### src/hw/pscl_pkg.sv
// shared constants and types of the synthesizer configuration loader
package pscl_pkg;
  // apb register byte offsets
  localparam logic [7:0] ADDR_CTRL = 8'h00;
  localparam logic [7:0] ADDR_STATUS = 8'h04;
  localparam logic [7:0] ADDR_SHIFT = 8'h08;
  // field widths
  localparam int M_W = 9;
  localparam int N_W = 2;
  localparam int T_W = 3;
  localparam int SR_W = 14;
  // shift register field positions (first bit in ends at the top)
  localparam int SR_T_LSB = 11;
  localparam int SR_N_LSB = 9;
  localparam int SR_M_LSB = 0;
  // reference prescale: 16 = 2 x 8 edges per half period
  localparam logic [8:0] PRESCALE_HALF = 9'h008;
  // output divisor select codes
  localparam logic [1:0] NSEL_DIV1 = 2'h3;
  localparam logic [1:0] NSEL_DIV2 = 2'h0;
  localparam logic [1:0] NSEL_DIV4 = 2'h1;
  localparam logic [1:0] NSEL_DIV8 = 2'h2;
  // half-period edge counts for the divided outputs
  localparam logic [8:0] HALF_DIV2 = 9'h001;
  localparam logic [8:0] HALF_DIV4 = 9'h002;
  localparam logic [8:0] HALF_DIV8 = 9'h004;
  // test select codes
  localparam logic [2:0] TSEL_QUIET = 3'h0;
  localparam logic [2:0] TSEL_REF = 3'h1;
  localparam logic [2:0] TSEL_PRESCALE = 3'h2;
  localparam logic [2:0] TSEL_OSC = 3'h3;
  localparam logic [2:0] TSEL_FOUT = 3'h4;
  localparam logic [2:0] TSEL_SR_MSB = 3'h5;
  localparam logic [2:0] TSEL_TESTCLK = 3'h6;
  localparam logic [2:0] TSEL_LOAD = 3'h7;
  // reset values
  localparam logic [M_W-1:0] RST_M = 9'h1FF;
  localparam logic [N_W-1:0] RST_N = 2'h3;
  localparam logic [T_W-1:0] RST_T = 3'h0;
  localparam logic [SR_W-1:0] RST_SR = 14'h0000;
  localparam logic [1:0] RST_CTRL = 2'h3;
  // active divider configuration
  typedef struct packed {
    logic [T_W-1:0] t;
    logic [N_W-1:0] n;
    logic [M_W-1:0] m;
  } pscl_cfg_t;
  // serial port pins after synchronisation
  typedef struct packed {
    logic clk;
    logic data;
    logic commit;
  } pscl_ser_t;
endpackage : pscl_pkg

### src/hw/pscl_div.sv
// edge-counting divider with equal high and low phases
`timescale 1ns/1ps
`default_nettype none
module pscl_div (
  // clock and reset
  input wire logic pclk,
  input wire logic presetn,
  // synchronised input level and half period in input edges
  input wire logic in_lvl,
  input wire logic [8:0] half_count,
  // divided level
  output logic out_q
);
  logic prev_q; // last input level
  logic prev_d;
  logic [8:0] cnt_q; // rising edges in this half period
  logic [8:0] cnt_d;
  logic out_d;

  // toggle after half_count rising edges: same count high and low
  always_comb begin
    prev_d = in_lvl;
    cnt_d = cnt_q;
    out_d = out_q;
    if (in_lvl && !prev_q) begin
      if (cnt_q + 9'h001 >= half_count) begin
        cnt_d = 9'h000;
        out_d = !out_q;
      end else begin
        cnt_d = cnt_q + 9'h001;
      end
    end
  end

  // registers only
  always_ff @(posedge pclk or negedge presetn) begin
    if (!presetn) begin
      prev_q <= 1'b0;
      cnt_q <= 9'h000;
      out_q <= 1'b0;
    end else begin
      prev_q <= prev_d;
      cnt_q <= cnt_d;
      out_q <= out_d;
    end
  end
endmodule : pscl_div
`default_nettype wire

### src/hw/pscl_loader.sv
// configuration loader of the clock synthesizer, with apb register access
// Functional notes
// - reference divided by sixteen before comparison
// - output divisor one, two, four or eight
// - divided output has fifty percent duty
// - load strobe rising edge captures pins
// - parallel path overrides serial path
// - undriven divisor pins read as one
// - serial shift register is fourteen bits
// - shift one bit per shift clock rise
// - commit falling edge copies shift register
// - test output chosen by serial test bits
// - test mode six uses shift clock freely
// - loop divisor is plain unsigned binary
// - stream order: test, output, loop, msb first
// - codes 11,00,01,10 give one,two,four,eight
// - low load strobe makes pin latches transparent
// - low load strobe forces test bits zero
`timescale 1ns/1ps
`default_nettype none
module pscl_loader (
  // clock and reset
  input wire logic pclk,
  input wire logic presetn,
  // apb slave
  input wire logic psel,
  input wire logic penable,
  input wire logic pwrite,
  input wire logic [7:0] paddr,
  input wire logic [31:0] pwdata,
  output logic [31:0] prdata,
  output logic pready,
  output logic pslverr,
  // parallel strap pins, with per-pin drive indication
  input wire logic par_load_n,
  input wire logic [8:0] par_m,
  input wire logic [8:0] par_m_driven,
  input wire logic [1:0] par_n,
  input wire logic [1:0] par_n_driven,
  // serial port pins
  input wire logic ser_clk,
  input wire logic ser_data,
  input wire logic ser_commit,
  // oscillator sources
  input wire logic crystal_osc_in,
  input wire logic external_reference_in,
  input wire logic controlled_oscillator,
  // outputs
  output logic ref_prescaled,
  output logic fout,
  output logic test_out,
  output pscl_pkg::pscl_cfg_t cfg_active
);
  // synchronised pins
  logic [28:0] pins_sync; // whole pin bundle after two flops
  pscl_pkg::pscl_ser_t ser_s;
  logic load_n_s; // synchronised load strobe
  logic [8:0] m_pin_s; // loop divisor pins after pull-up substitution
  logic [1:0] n_pin_s; // output divisor pins after pull-up substitution
  logic [8:0] m_raw_s, m_drv_s; // synchronised level and drive flag
  logic [1:0] n_raw_s, n_drv_s;
  logic [2:0] osc_s; // crystal, external ref, controlled osc
  logic ref_lvl; // selected reference level
  logic ref_div_q; // prescaled reference
  logic odiv_q; // divided oscillator level
  logic [8:0] odiv_half; // half period for the output divider

  // pins are asynchronous to pclk: two flops each before any logic
  // reads them, drive flags included, so no gate sits ahead of them
  pscl_sync #(.W(29)) u_sync (
    .pclk(pclk),
    .presetn(presetn),
    .async_in({par_load_n, ser_clk, ser_data, ser_commit,
               crystal_osc_in, external_reference_in,
               controlled_oscillator, par_m, par_m_driven,
               par_n, par_n_driven}),
    .sync_out(pins_sync)
  );

  // split the synchronised bundle
  assign load_n_s = pins_sync[28];
  assign ser_s = pins_sync[27:25];
  assign osc_s = pins_sync[24:22];
  assign m_raw_s = pins_sync[21:13];
  assign m_drv_s = pins_sync[12:4];
  assign n_raw_s = pins_sync[3:2];
  assign n_drv_s = pins_sync[1:0];

  // an undriven pin reads one, as its pull-up would pull it
  // flags clear in reset, so the pins read all ones until synced
  assign m_pin_s = m_raw_s | ~m_drv_s;
  assign n_pin_s = n_raw_s | ~n_drv_s;

  // edge detect state
  logic sclk_prev_q, sclk_prev_d;
  logic commit_prev_q, commit_prev_d;
  logic load_prev_q, load_prev_d;
  logic sclk_rise, commit_fall, load_rise;

  assign sclk_rise = ser_s.clk && !sclk_prev_q;
  assign commit_fall = !ser_s.commit && commit_prev_q;
  assign load_rise = load_n_s && !load_prev_q;

  // control register: bit0 reference select, bit1 output enable
  logic [1:0] ctrl_q, ctrl_d;
  logic [pscl_pkg::SR_W-1:0] sr_q, sr_d; // serial shift register
  pscl_pkg::pscl_cfg_t cfg_q, cfg_d; // configuration latches
  logic [31:0] rdata_q, rdata_d;
  logic err_q, err_d;
  logic fout_q, fout_d;
  logic test_q, test_d;

  // crystal when select bit set, else the external reference
  assign ref_lvl = ctrl_q[0] ? osc_s[2] : osc_s[1];

  // reference prescaler ahead of the phase comparison
  pscl_div u_prescale (
    .pclk(pclk),
    .presetn(presetn),
    .in_lvl(ref_lvl),
    .half_count(pscl_pkg::PRESCALE_HALF),
    .out_q(ref_div_q)
  );

  // half period per output divisor code
  always_comb begin
    case (cfg_q.n)
      pscl_pkg::NSEL_DIV2: odiv_half = pscl_pkg::HALF_DIV2;
      pscl_pkg::NSEL_DIV4: odiv_half = pscl_pkg::HALF_DIV4;
      pscl_pkg::NSEL_DIV8: odiv_half = pscl_pkg::HALF_DIV8;
      default: odiv_half = pscl_pkg::HALF_DIV2;
    endcase
  end

  // output divider; toggling keeps high and low phases equal
  pscl_div u_outdiv (
    .pclk(pclk),
    .presetn(presetn),
    .in_lvl(osc_s[0]),
    .half_count(odiv_half),
    .out_q(odiv_q)
  );

  // edge detectors read the second sync stage only
  always_comb begin
    sclk_prev_d = ser_s.clk;
    commit_prev_d = ser_s.commit;
    load_prev_d = load_n_s;
  end

  // serial shift register
  always_comb begin
    sr_d = sr_q; // held after commits until new clocks arrive
    if (sclk_rise) begin
      // first bit in drifts to the top: t2 ends at bit 13
      sr_d = {sr_q[pscl_pkg::SR_W-2:0], ser_s.data};
    end
  end

  // configuration latches
  always_comb begin
    cfg_d = cfg_q;
    if (!load_n_s) begin
      // transparent to the pins while the strobe is low
      cfg_d.m = m_pin_s;
      cfg_d.n = n_pin_s;
      cfg_d.t = pscl_pkg::TSEL_QUIET;
    end else if (load_rise) begin
      // last pin values frozen on the release edge
      cfg_d.m = m_pin_s;
      cfg_d.n = n_pin_s;
    end else if (commit_fall) begin
      // only honoured with the strobe high
      cfg_d.t = sr_q[pscl_pkg::SR_T_LSB +: pscl_pkg::T_W];
      cfg_d.n = sr_q[pscl_pkg::SR_N_LSB +: pscl_pkg::N_W];
      cfg_d.m = sr_q[pscl_pkg::SR_M_LSB +: pscl_pkg::M_W];
    end
  end

  // output divisor select and output enable
  always_comb begin
    if (!ctrl_q[1]) begin
      fout_d = 1'b0; // disabled output holds fout low; test_out is not gated
    end else if (cfg_q.n == pscl_pkg::NSEL_DIV1) begin
      fout_d = osc_s[0];
    end else begin
      fout_d = odiv_q;
    end
  end

  // test output node select
  always_comb begin
    case (cfg_q.t)
      pscl_pkg::TSEL_QUIET: test_d = 1'b0;
      pscl_pkg::TSEL_REF: test_d = ref_lvl;
      pscl_pkg::TSEL_PRESCALE: test_d = ref_div_q;
      pscl_pkg::TSEL_OSC: test_d = osc_s[0];
      pscl_pkg::TSEL_FOUT: test_d = fout_q;
      pscl_pkg::TSEL_SR_MSB: test_d = sr_q[pscl_pkg::SR_W-1];
      pscl_pkg::TSEL_TESTCLK: test_d = ser_s.clk;
      pscl_pkg::TSEL_LOAD: test_d = load_n_s;
      default: test_d = 1'b0;
    endcase
  end

  // apb decode; zero wait states, unmapped answers with an error
  logic apb_setup;
  assign apb_setup = psel && !penable;

  always_comb begin
    ctrl_d = ctrl_q;
    rdata_d = rdata_q;
    err_d = 1'b0;
    if (apb_setup) begin
      // answer prepared in setup so access phase ends in one cycle
      case (paddr)
        pscl_pkg::ADDR_CTRL: begin
          rdata_d = {30'h00000000, ctrl_q};
        end
        pscl_pkg::ADDR_STATUS: begin
          rdata_d = {15'h0000, load_n_s, 2'h0, cfg_q};
        end
        pscl_pkg::ADDR_SHIFT: begin
          rdata_d = {18'h00000, sr_q};
        end
        default: begin
          rdata_d = 32'h00000000;
          err_d = 1'b1;
        end
      endcase
    end else if (psel && penable) begin
      // write takes effect on the completing edge
      err_d = err_q;
      if (pwrite && paddr == pscl_pkg::ADDR_CTRL) begin
        ctrl_d = pwdata[1:0];
      end
    end
  end

  assign pready = 1'b1; // always ready in the access phase
  assign prdata = rdata_q;
  assign pslverr = err_q && psel && penable;

  // edge history; clears to the synced idle level, so no false edge
  always_ff @(posedge pclk or negedge presetn) begin
    if (!presetn) begin
      sclk_prev_q <= 1'b0;
      commit_prev_q <= 1'b0;
      load_prev_q <= 1'b0;
    end else begin
      sclk_prev_q <= sclk_prev_d;
      commit_prev_q <= commit_prev_d;
      load_prev_q <= load_prev_d;
    end
  end

  // serial shift register, registers only
  always_ff @(posedge pclk or negedge presetn) begin
    if (!presetn) begin
      sr_q <= pscl_pkg::RST_SR;
    end else begin
      sr_q <= sr_d;
    end
  end

  // configuration latches, registers only
  always_ff @(posedge pclk or negedge presetn) begin
    if (!presetn) begin
      cfg_q <= {pscl_pkg::RST_T, pscl_pkg::RST_N, pscl_pkg::RST_M};
    end else begin
      cfg_q <= cfg_d;
    end
  end

  // apb state, registers only
  always_ff @(posedge pclk or negedge presetn) begin
    if (!presetn) begin
      ctrl_q <= pscl_pkg::RST_CTRL;
      rdata_q <= 32'h00000000;
      err_q <= 1'b0;
    end else begin
      ctrl_q <= ctrl_d;
      rdata_q <= rdata_d;
      err_q <= err_d;
    end
  end

  // output levels, registered so the pins never glitch
  always_ff @(posedge pclk or negedge presetn) begin
    if (!presetn) begin
      fout_q <= 1'b0;
      test_q <= 1'b0;
    end else begin
      fout_q <= fout_d;
      test_q <= test_d;
    end
  end

  // registered data outputs
  assign ref_prescaled = ref_div_q;
  assign fout = fout_q;
  assign test_out = test_q;
  assign cfg_active = cfg_q;
endmodule : pscl_loader
`default_nettype wire

### src/hw/pscl_sync.sv
// bank of two-flop synchronisers for asynchronous pins
`timescale 1ns/1ps
`default_nettype none
module pscl_sync #(
  parameter int W = 1
) (
  // clock and reset
  input wire logic pclk,
  input wire logic presetn,
  // asynchronous in, synchronised out
  input wire logic [W-1:0] async_in,
  output logic [W-1:0] sync_out
);
  logic [W-1:0] meta_q; // first stage, read only by second stage
  logic [W-1:0] stab_q; // second stage

  // one synchroniser per bit
  genvar gi;
  for (gi = 0; gi < W; gi++) begin : g_bit
    always_ff @(posedge pclk or negedge presetn) begin
      if (!presetn) begin
        meta_q[gi] <= 1'b0;
        stab_q[gi] <= 1'b0;
      end else begin
        meta_q[gi] <= async_in[gi];
        stab_q[gi] <= meta_q[gi];
      end
    end
  end

  assign sync_out = stab_q;
endmodule : pscl_sync
`default_nettype wire

### config.mk
export PLATFORM = sky130hd
export DESIGN_NAME = pscl_loader
export DESIGN_NICKNAME = d
export VERILOG_FILES = /design/src/hw/pscl_pkg.sv /design/src/hw/pscl_div.sv /design/src/hw/pscl_loader.sv /design/src/hw/pscl_sync.sv
export SDC_FILE = /design/constraint.sdc
export NUM_CORES = 1
export LEC_CHECK = 0
export ABC_AREA = 0
export BUFFER_PORTS_ARGS = -buffer_cell sky130_fd_sc_hd__buf_2
export CAP_MARGIN = 10
export CORE_MARGIN = 5
export CORE_UTILIZATION = 48
export DETAILED_ROUTE_END_ITERATION = 12
export PLACE_DENSITY_LB_ADDON = 0.12
export SLEW_MARGIN = 20
export SYNTH_ARGS = -nofsm -noshare
export SYNTH_HDL_FRONTEND = slang
export SYNTH_SLANG_ARGS = --single-unit
### constraint.sdc
create_clock -name pclk -period 2.2 [get_ports pclk]
set_clock_uncertainty 0.05 [all_clocks]
set_input_delay 0.33 -clock pclk [delete_from_list [all_inputs] [get_ports pclk]]
set_output_delay 0.33 -clock pclk [all_outputs]
set_load 0.01 [all_outputs]
---- After elaboration in Yosys (flattened, before gate mapping) ----
Index checks and enable logic that the tools add are counted.
word-level totals
  memories kept ........................... 0
  ROM bits ................................ 0
  logic and storage cells ................. 141
  register bits after elaboration ......... 148
  bits in writable memories ............... 0
  input bits .............................. 74
  bits in latches ......................... 0
operators by class
  $lt $le $gt $ge ......................... 2
  add/sub/neg operators ................... 2
  divide/modulo/power cells ............... 0
  multipliers ............................. 0
  bitwise logic cells ..................... 5
  shifts and indexed selects .............. 0
  equal/unequal tests ..................... 16
  multiplexer cells ....................... 15
  reduce and logical (&&, ||, !) cells .... 25
operators by type and width
  cell                                                 number
  case mux 17 bit (3 select lines)                     1
  two-way mux 14 bit                                   2
  adder 9 x 1 -> 9 bit, second input constant          2
  two-way mux 9 bit                                    2
  equality test 3 bit, second input constant           4
  two-way mux 11 bit                                   1
  logical AND 1 bit                                    10
  >= comparator 9 x 3 -> 1 bit                         1
  >= comparator 9 x 4 -> 1 bit, second input constant  1
  inverter 9 bit                                       1
  OR 9 bit                                             1
  equality test 8 x 3 -> 1 bit, second input constant  1
  equality test 8 x 4 -> 1 bit, second input constant  1
  logical NOT 1 bit                                    8
  logical NOT 8 bit                                    1
  case mux 1 bit (8 select lines)                      1
  equality test 3 x 2 -> 1 bit, second input constant  2
  two-way mux 1 bit                                    6
  != test 2 bit, second input constant                 3
  case mux 3 bit (2 select lines)                      1
  AND reduction 2 bit                                  3
  equality test 2 bit, second input constant           2
  equality test 3 x 1 -> 1 bit, second input constant  1
  logical NOT 3 bit                                    1
  other kinds (8)                                      8

---- Longest topological paths before layout ----
  depth in word-level cells ............... 5
  gate-level depth with buffers ........... 9
  gate-level depth less buffers ........... 9

---- Cells and area by module ----
Synthesis repeated with hierarchy kept, for this count alone.
unflattened totals
  cells, all modules ...................... 477
  area total of the unflattened synthesis .. 5,649.2 um^2
by module, submodules not included
  module       instances  area each (um^2)  cells each
  pscl_loader  1          2,563.7           229
  pscl_div     2          817.0             95
  pscl_sync    1          1,451.4           58

---- Worst setup path before layout ----
No wires, ideal clock.
  path kind ............................... register -> register
  from .................................... reg cfg_q, in the netlist cfg_active[9]
  to ...................................... reg u_outdiv.out_q
  path buffers ............................ 0
  data arrival time ....................... 2,052 ps
  required time ........................... 2,022 ps
  slack ................................... -30 ps
  cell stages (with the launch flop) ...... 9
  cells stage by stage .................... dfstp_2 inv_1 ha_1 ha_1 nor3b_1 nor2_1 a2111oi_4 a21oi_1 xor2_1
between the ends
  cells in the longest elaborated chain, start to end .. 4
  elaborated cells on any way between the ends .. 5
  classes of those cells .................. order compare (1); eq/ne (2); mux (1); reduce/logical (1)
RTL lines
  item                                                                 RTL line            RTL
  start, declared                                                      pscl_loader.sv:107  pscl_pkg::pscl_cfg_t cfg_q, cfg_d;
  start signal, assigned                                               pscl_loader.sv:269  cfg_q <= {pscl_pkg::RST_T, pscl_pkg::RST_N, pscl_pkg::RST_M};
  start signal, assigned                                               pscl_loader.sv:271  cfg_q <= cfg_d;
  equality test 2 bit or equality test 2 x 1 -> 1 bit (tied branches)  pscl_loader.sv:127  case (cfg_q.n)
  case mux 3 bit (2 select lines) (*)                                  pscl_loader.sv:127
  >= comparator 9 x 3 -> 1 bit (*)                                     pscl_div.sv:26      if (cnt_q + 9'h001 >= half_count) begin
  AND reduction 2 bit (no source line) (*)                             --
  end signal, assigned                                                 pscl_div.sv:44      out_q <= out_d;
  end, declared                                                        pscl_div.sv:12      output logic out_q
Every way passes the cells marked *; elsewhere a longest branch is shown, timed or not.
A chain may end at the register's enable or synchronous reset.

---- Worst setup path after layout ----
  from .................................... reg cfg_q, in the netlist cfg_active[9]
  to ...................................... reg u_outdiv.cnt_q[2]
between the ends
  cells in the longest elaborated chain, start to end .. 4
  elaborated cells on any way between the ends .. 5
  classes of those cells .................. order compare (1); eq/ne (2); mux (2)
RTL lines
  item                                                                 RTL line            RTL
  equality test 2 bit or equality test 2 x 1 -> 1 bit (tied branches)  pscl_loader.sv:127
  case mux 3 bit (2 select lines) (*)                                  pscl_loader.sv:127
  >= comparator 9 x 3 -> 1 bit (*)                                     pscl_div.sv:26
  two-way mux 9 bit (*)                                                pscl_div.sv:26
  end signal, assigned                                                 pscl_div.sv:43      cnt_q <= cnt_d;
  end, declared                                                        pscl_div.sv:16      logic [8:0] cnt_q;
Marks and branches as above.

==> metrics.md <==
| Metric | Value |
|---|---|
| Status | `finished with violations` |
| Violated checks | `setup timing` |
| DP HPWL | `7090 µm` |
| Die Height | `113 µm` |
| Pwr Density | `1000 nW/µm²` |
| Sequential element share of the synthesized area | `64.7%` |
| Rows | `37` |
| Post-synth cell types | `54` |
| Fin. Hold Viols | `0` |
| Final #Nets | `611` |
| CTS tree | `built` |
| Drt total wl | `10800 µm` |
| CP top delay family | `compound AO/OA/AOI/OAI gates` |
| CTS Buffer Depth | `2` |
| Fill cell count | `824` |
| Vias | `3404` |
| Slowest CP cell | `dfstp_2` |
| Antenna-violating nets left | `0` |
| Worst-path clk slew | `60 ps` |
| CP Data Required Time | `2570 ps` |
| DRT iter0 DRCs | `220` |
| Most frequent cell on the critical path | `ha_4` |
| Core Area | `10300 µm²` |
| Static leakage | `0.00303 µW` |
| Mapped Cells | `403` |
| Ys async rst share | `100%` |
| Relative slew margins | `65.6%` |
| Startpoint Class | `flip-flop` |
| RSZ-0062 raised after global routing | `yes` |
| Post-synth top area share | `58.0%` |
| Num CTS Buffers | `17` |
| Fmax achieved | `453 MHz` |
| I/O Pins | `125` |
| Fin crit share | `100%` |
| # diodes | `0` |
| Area contributors post-synth | `dfrtp_1, dfstp_2, nand2_1, mux2_2, buf_4` |
| WP buf/inv | `1` |
| WL per Instance | `15.9 µm` |
| Setup Crit Path Kind | `flip-flop to flip-flop` |
| Crit-path max FO | `4` |
| Final core occ | `64.0%` |
| Final setup vio count | `1` |
| Setup Buffers After CTS | `0` |
| Gr usage total | `18.1%` |
| Via-to-Cell Ratio | `5.03` |
| Remaining routing DRC violations | `0` |
| Synth area leader | `dfrtp_1` |
| Initial Util | `49.3%` |
| Clock Latency Late Sink | `520 ps` |
| Layout cells sized above 1 | `32.2%` |
| Clk sinks | `131` |
| Seq cells post-synth | `131` |
| Worst Hold Class | `input port to flip-flop` |
| Gr ovfl total | `0` |
| Measured slew at the worst slew-check pin | `512 ps` |
| Synthesis warning total | `0` |
| Number of global-route vias before repair | `3545` |
| Die X | `113 µm` |
| First-pass GRT wire length | `17800 µm` |
| Slew Viols, Final | `0` |
| Fin worst setup slack | `-6.22 ps` |
| Crit path cell chain | `inv_2 -> ha_4 -> ha_4 -> nor3b_2 -> nor2_2 -> a2111oi_4 -> nand2_2 -> o311ai_2` |
| Post-synthesis instance area | `5090 µm²` |
| Syn Area/Cell | `12.6 µm²` |
| Maximum VDD drop | `0.724 mV` |
| Largest net degree at the start of global routing | `49` |
| Hold WS | `35.4 ps` |
| GPL Wtd Cong | `0.847` |
| Max-cap violations | `0` |
| Worst path max stage delay | `540 ps` |
| WP data arrival | `2570 ps` |
| Ys flop type | `dfrtp_1` |
| Endpoint class of the critical path | `flip-flop` |
| Synthesis-to-layout area growth | `29.9%` |
| I/O Buffers | `76` |
| Die ar. | `12800 µm²` |
| Antenna violations before repair | `1` |
| Tmin final | `2210 ps` |
| H-tree depth | `4` |
| EDFF count, synth | `0` |
| Root buffer cell | `clkbuf_8` |
| Drt first pass iters | `4` |
-- placed cells by master (no fill, tap or decap), drive strengths merged, types with 12 or more instances in the layout --
cell type and count:
dfrtp 118, buf 91, nand2 52, dlygate4sd3 31
clkbuf 21, o21ai 21, conb 18, mux2 17
a31oi 14, and2 14, nor3b 14, dfstp 13
a22oi 12
-- per-layer routing --
layer,track usage [%],vias to the layer above,part of all wire (%)
met4,5.77,2,1.3
met5,0,-,0.065
met2,29.1,94,49
met3,7.01,18,5.8
li1,-,1614,-
met1,22.8,1676,43
-- final cells by class --
cell class	count	area, µm²	share of cell area, %
Sequential cell	131	3290	49.9
Multi-Input combinational cell	247	1690	25.5
Timing Repair Buffer	122	835	12.6
Clock buffer	21	459	6.95
Tap cell	136	170	2.58
Clock inverter	11	128	1.93
Inverter	9	33.8	0.511
-- flip-flops by register name, summed over array words and instances (netlist names) --
| register | count |
|---|---|
| cfg_active | 14 |
| commit_prev_q | 1 |
| ctrl_q | 2 |
| err_q | 1 |
| fout | 1 |
| load_prev_q | 1 |
| prdata | 15 |
| sclk_prev_q | 1 |
| sr_q | 14 |
| test_out | 1 |
| u_outdiv.cnt_q | 9 |
| u_outdiv.out_q | 1 |
| u_outdiv.prev_q | 1 |
| u_prescale.cnt_q | 9 |
| u_prescale.out_q | 1 |
| u_prescale.prev_q | 1 |
| u_sync.meta_q | 29 |
| u_sync.sync_out | 29 |
-- per-stage QoR --
step	setup TNS [ps]	instance area, µm²	cells	total power (µW)	worst slack (ps)
3_5_place_dp	0	5640	614	3760	32.3
4_1_cts	0	6540	677	6550	3.49
3_3_place_gp	0	5640	614	3730	39.5
2_1_floorplan	0	5150	419	3490	50.8
6_report	-6.22	6610	677	6620	-6.22
5_1_grt	-102	6610	677	6950	-94.7
-- kinds of logic (layout without fill, tap and decap cells) --
family	count (synthesis)	count (layout)	synth area share, %
flops	131	131	64.7
simple gates	120	120	12.6
compound gates	70	70	9.39
buf+inv	41	163	4.55
mux	23	23	5.19
fa+ha+maj	9	9	2.21
xor+xnor	7	7	1.20
other cells	2	18	0.148
-- Yosys cell counts, types with 3 or more instances --
library cell,number
nand2_1,51
nand4_1,3
ha_1,9
and3_1,3
a21boi_0,3
nor3b_1,13
dfstp_2,13
nor2_1,6
mux2_2,17
nand2b_1,4
and2_1,13
xor2_1,4
inv_1,9
o21ai_0,6
buf_4,18
mux2i_1,5
clkbuf_1,10
xnor2_1,3
nor2b_1,4
dfrtp_1,118
nand3_1,8
a22oi_1,12
a31oi_1,14
a21oi_1,7
o21ai_1,15
-- timing repair --
action                                 CTS  global route
hold buffers                            31             0
endpoints found under the hold margin   57             0
setup endpoints to repair                0             2
resized for setup                        0            12
-- power by group --
| part | switching [µW] | internal [µW] |
|---|---|---|
| Clock | 1020 | 1710 |
| Combinational | 461 | 500 |
| Sequential | 256 | 2690 |
-- path summary, 6_finish.rpt --
check / from / endpoint / slack, ps / cells after the start
setup reg to reg: cfg_active[9] / u_outdiv.cnt_q[2] / -6 / 8
setup / recovery: cfg_active[9] / u_outdiv.cnt_q[2] / -6 / 8
max in group asynchronous: presetn / cfg_active[5] / 1140 / 3
hold / removal: pwdata[1] / ctrl_q[1] / 40 / 2
min in group asynchronous: presetn / u_sync.meta_q[2] / 260 / 2
hold reg to reg: u_sync.meta_q[14] / u_sync.sync_out[14] / 290 / 0
(Power assumes the default switching activity.)
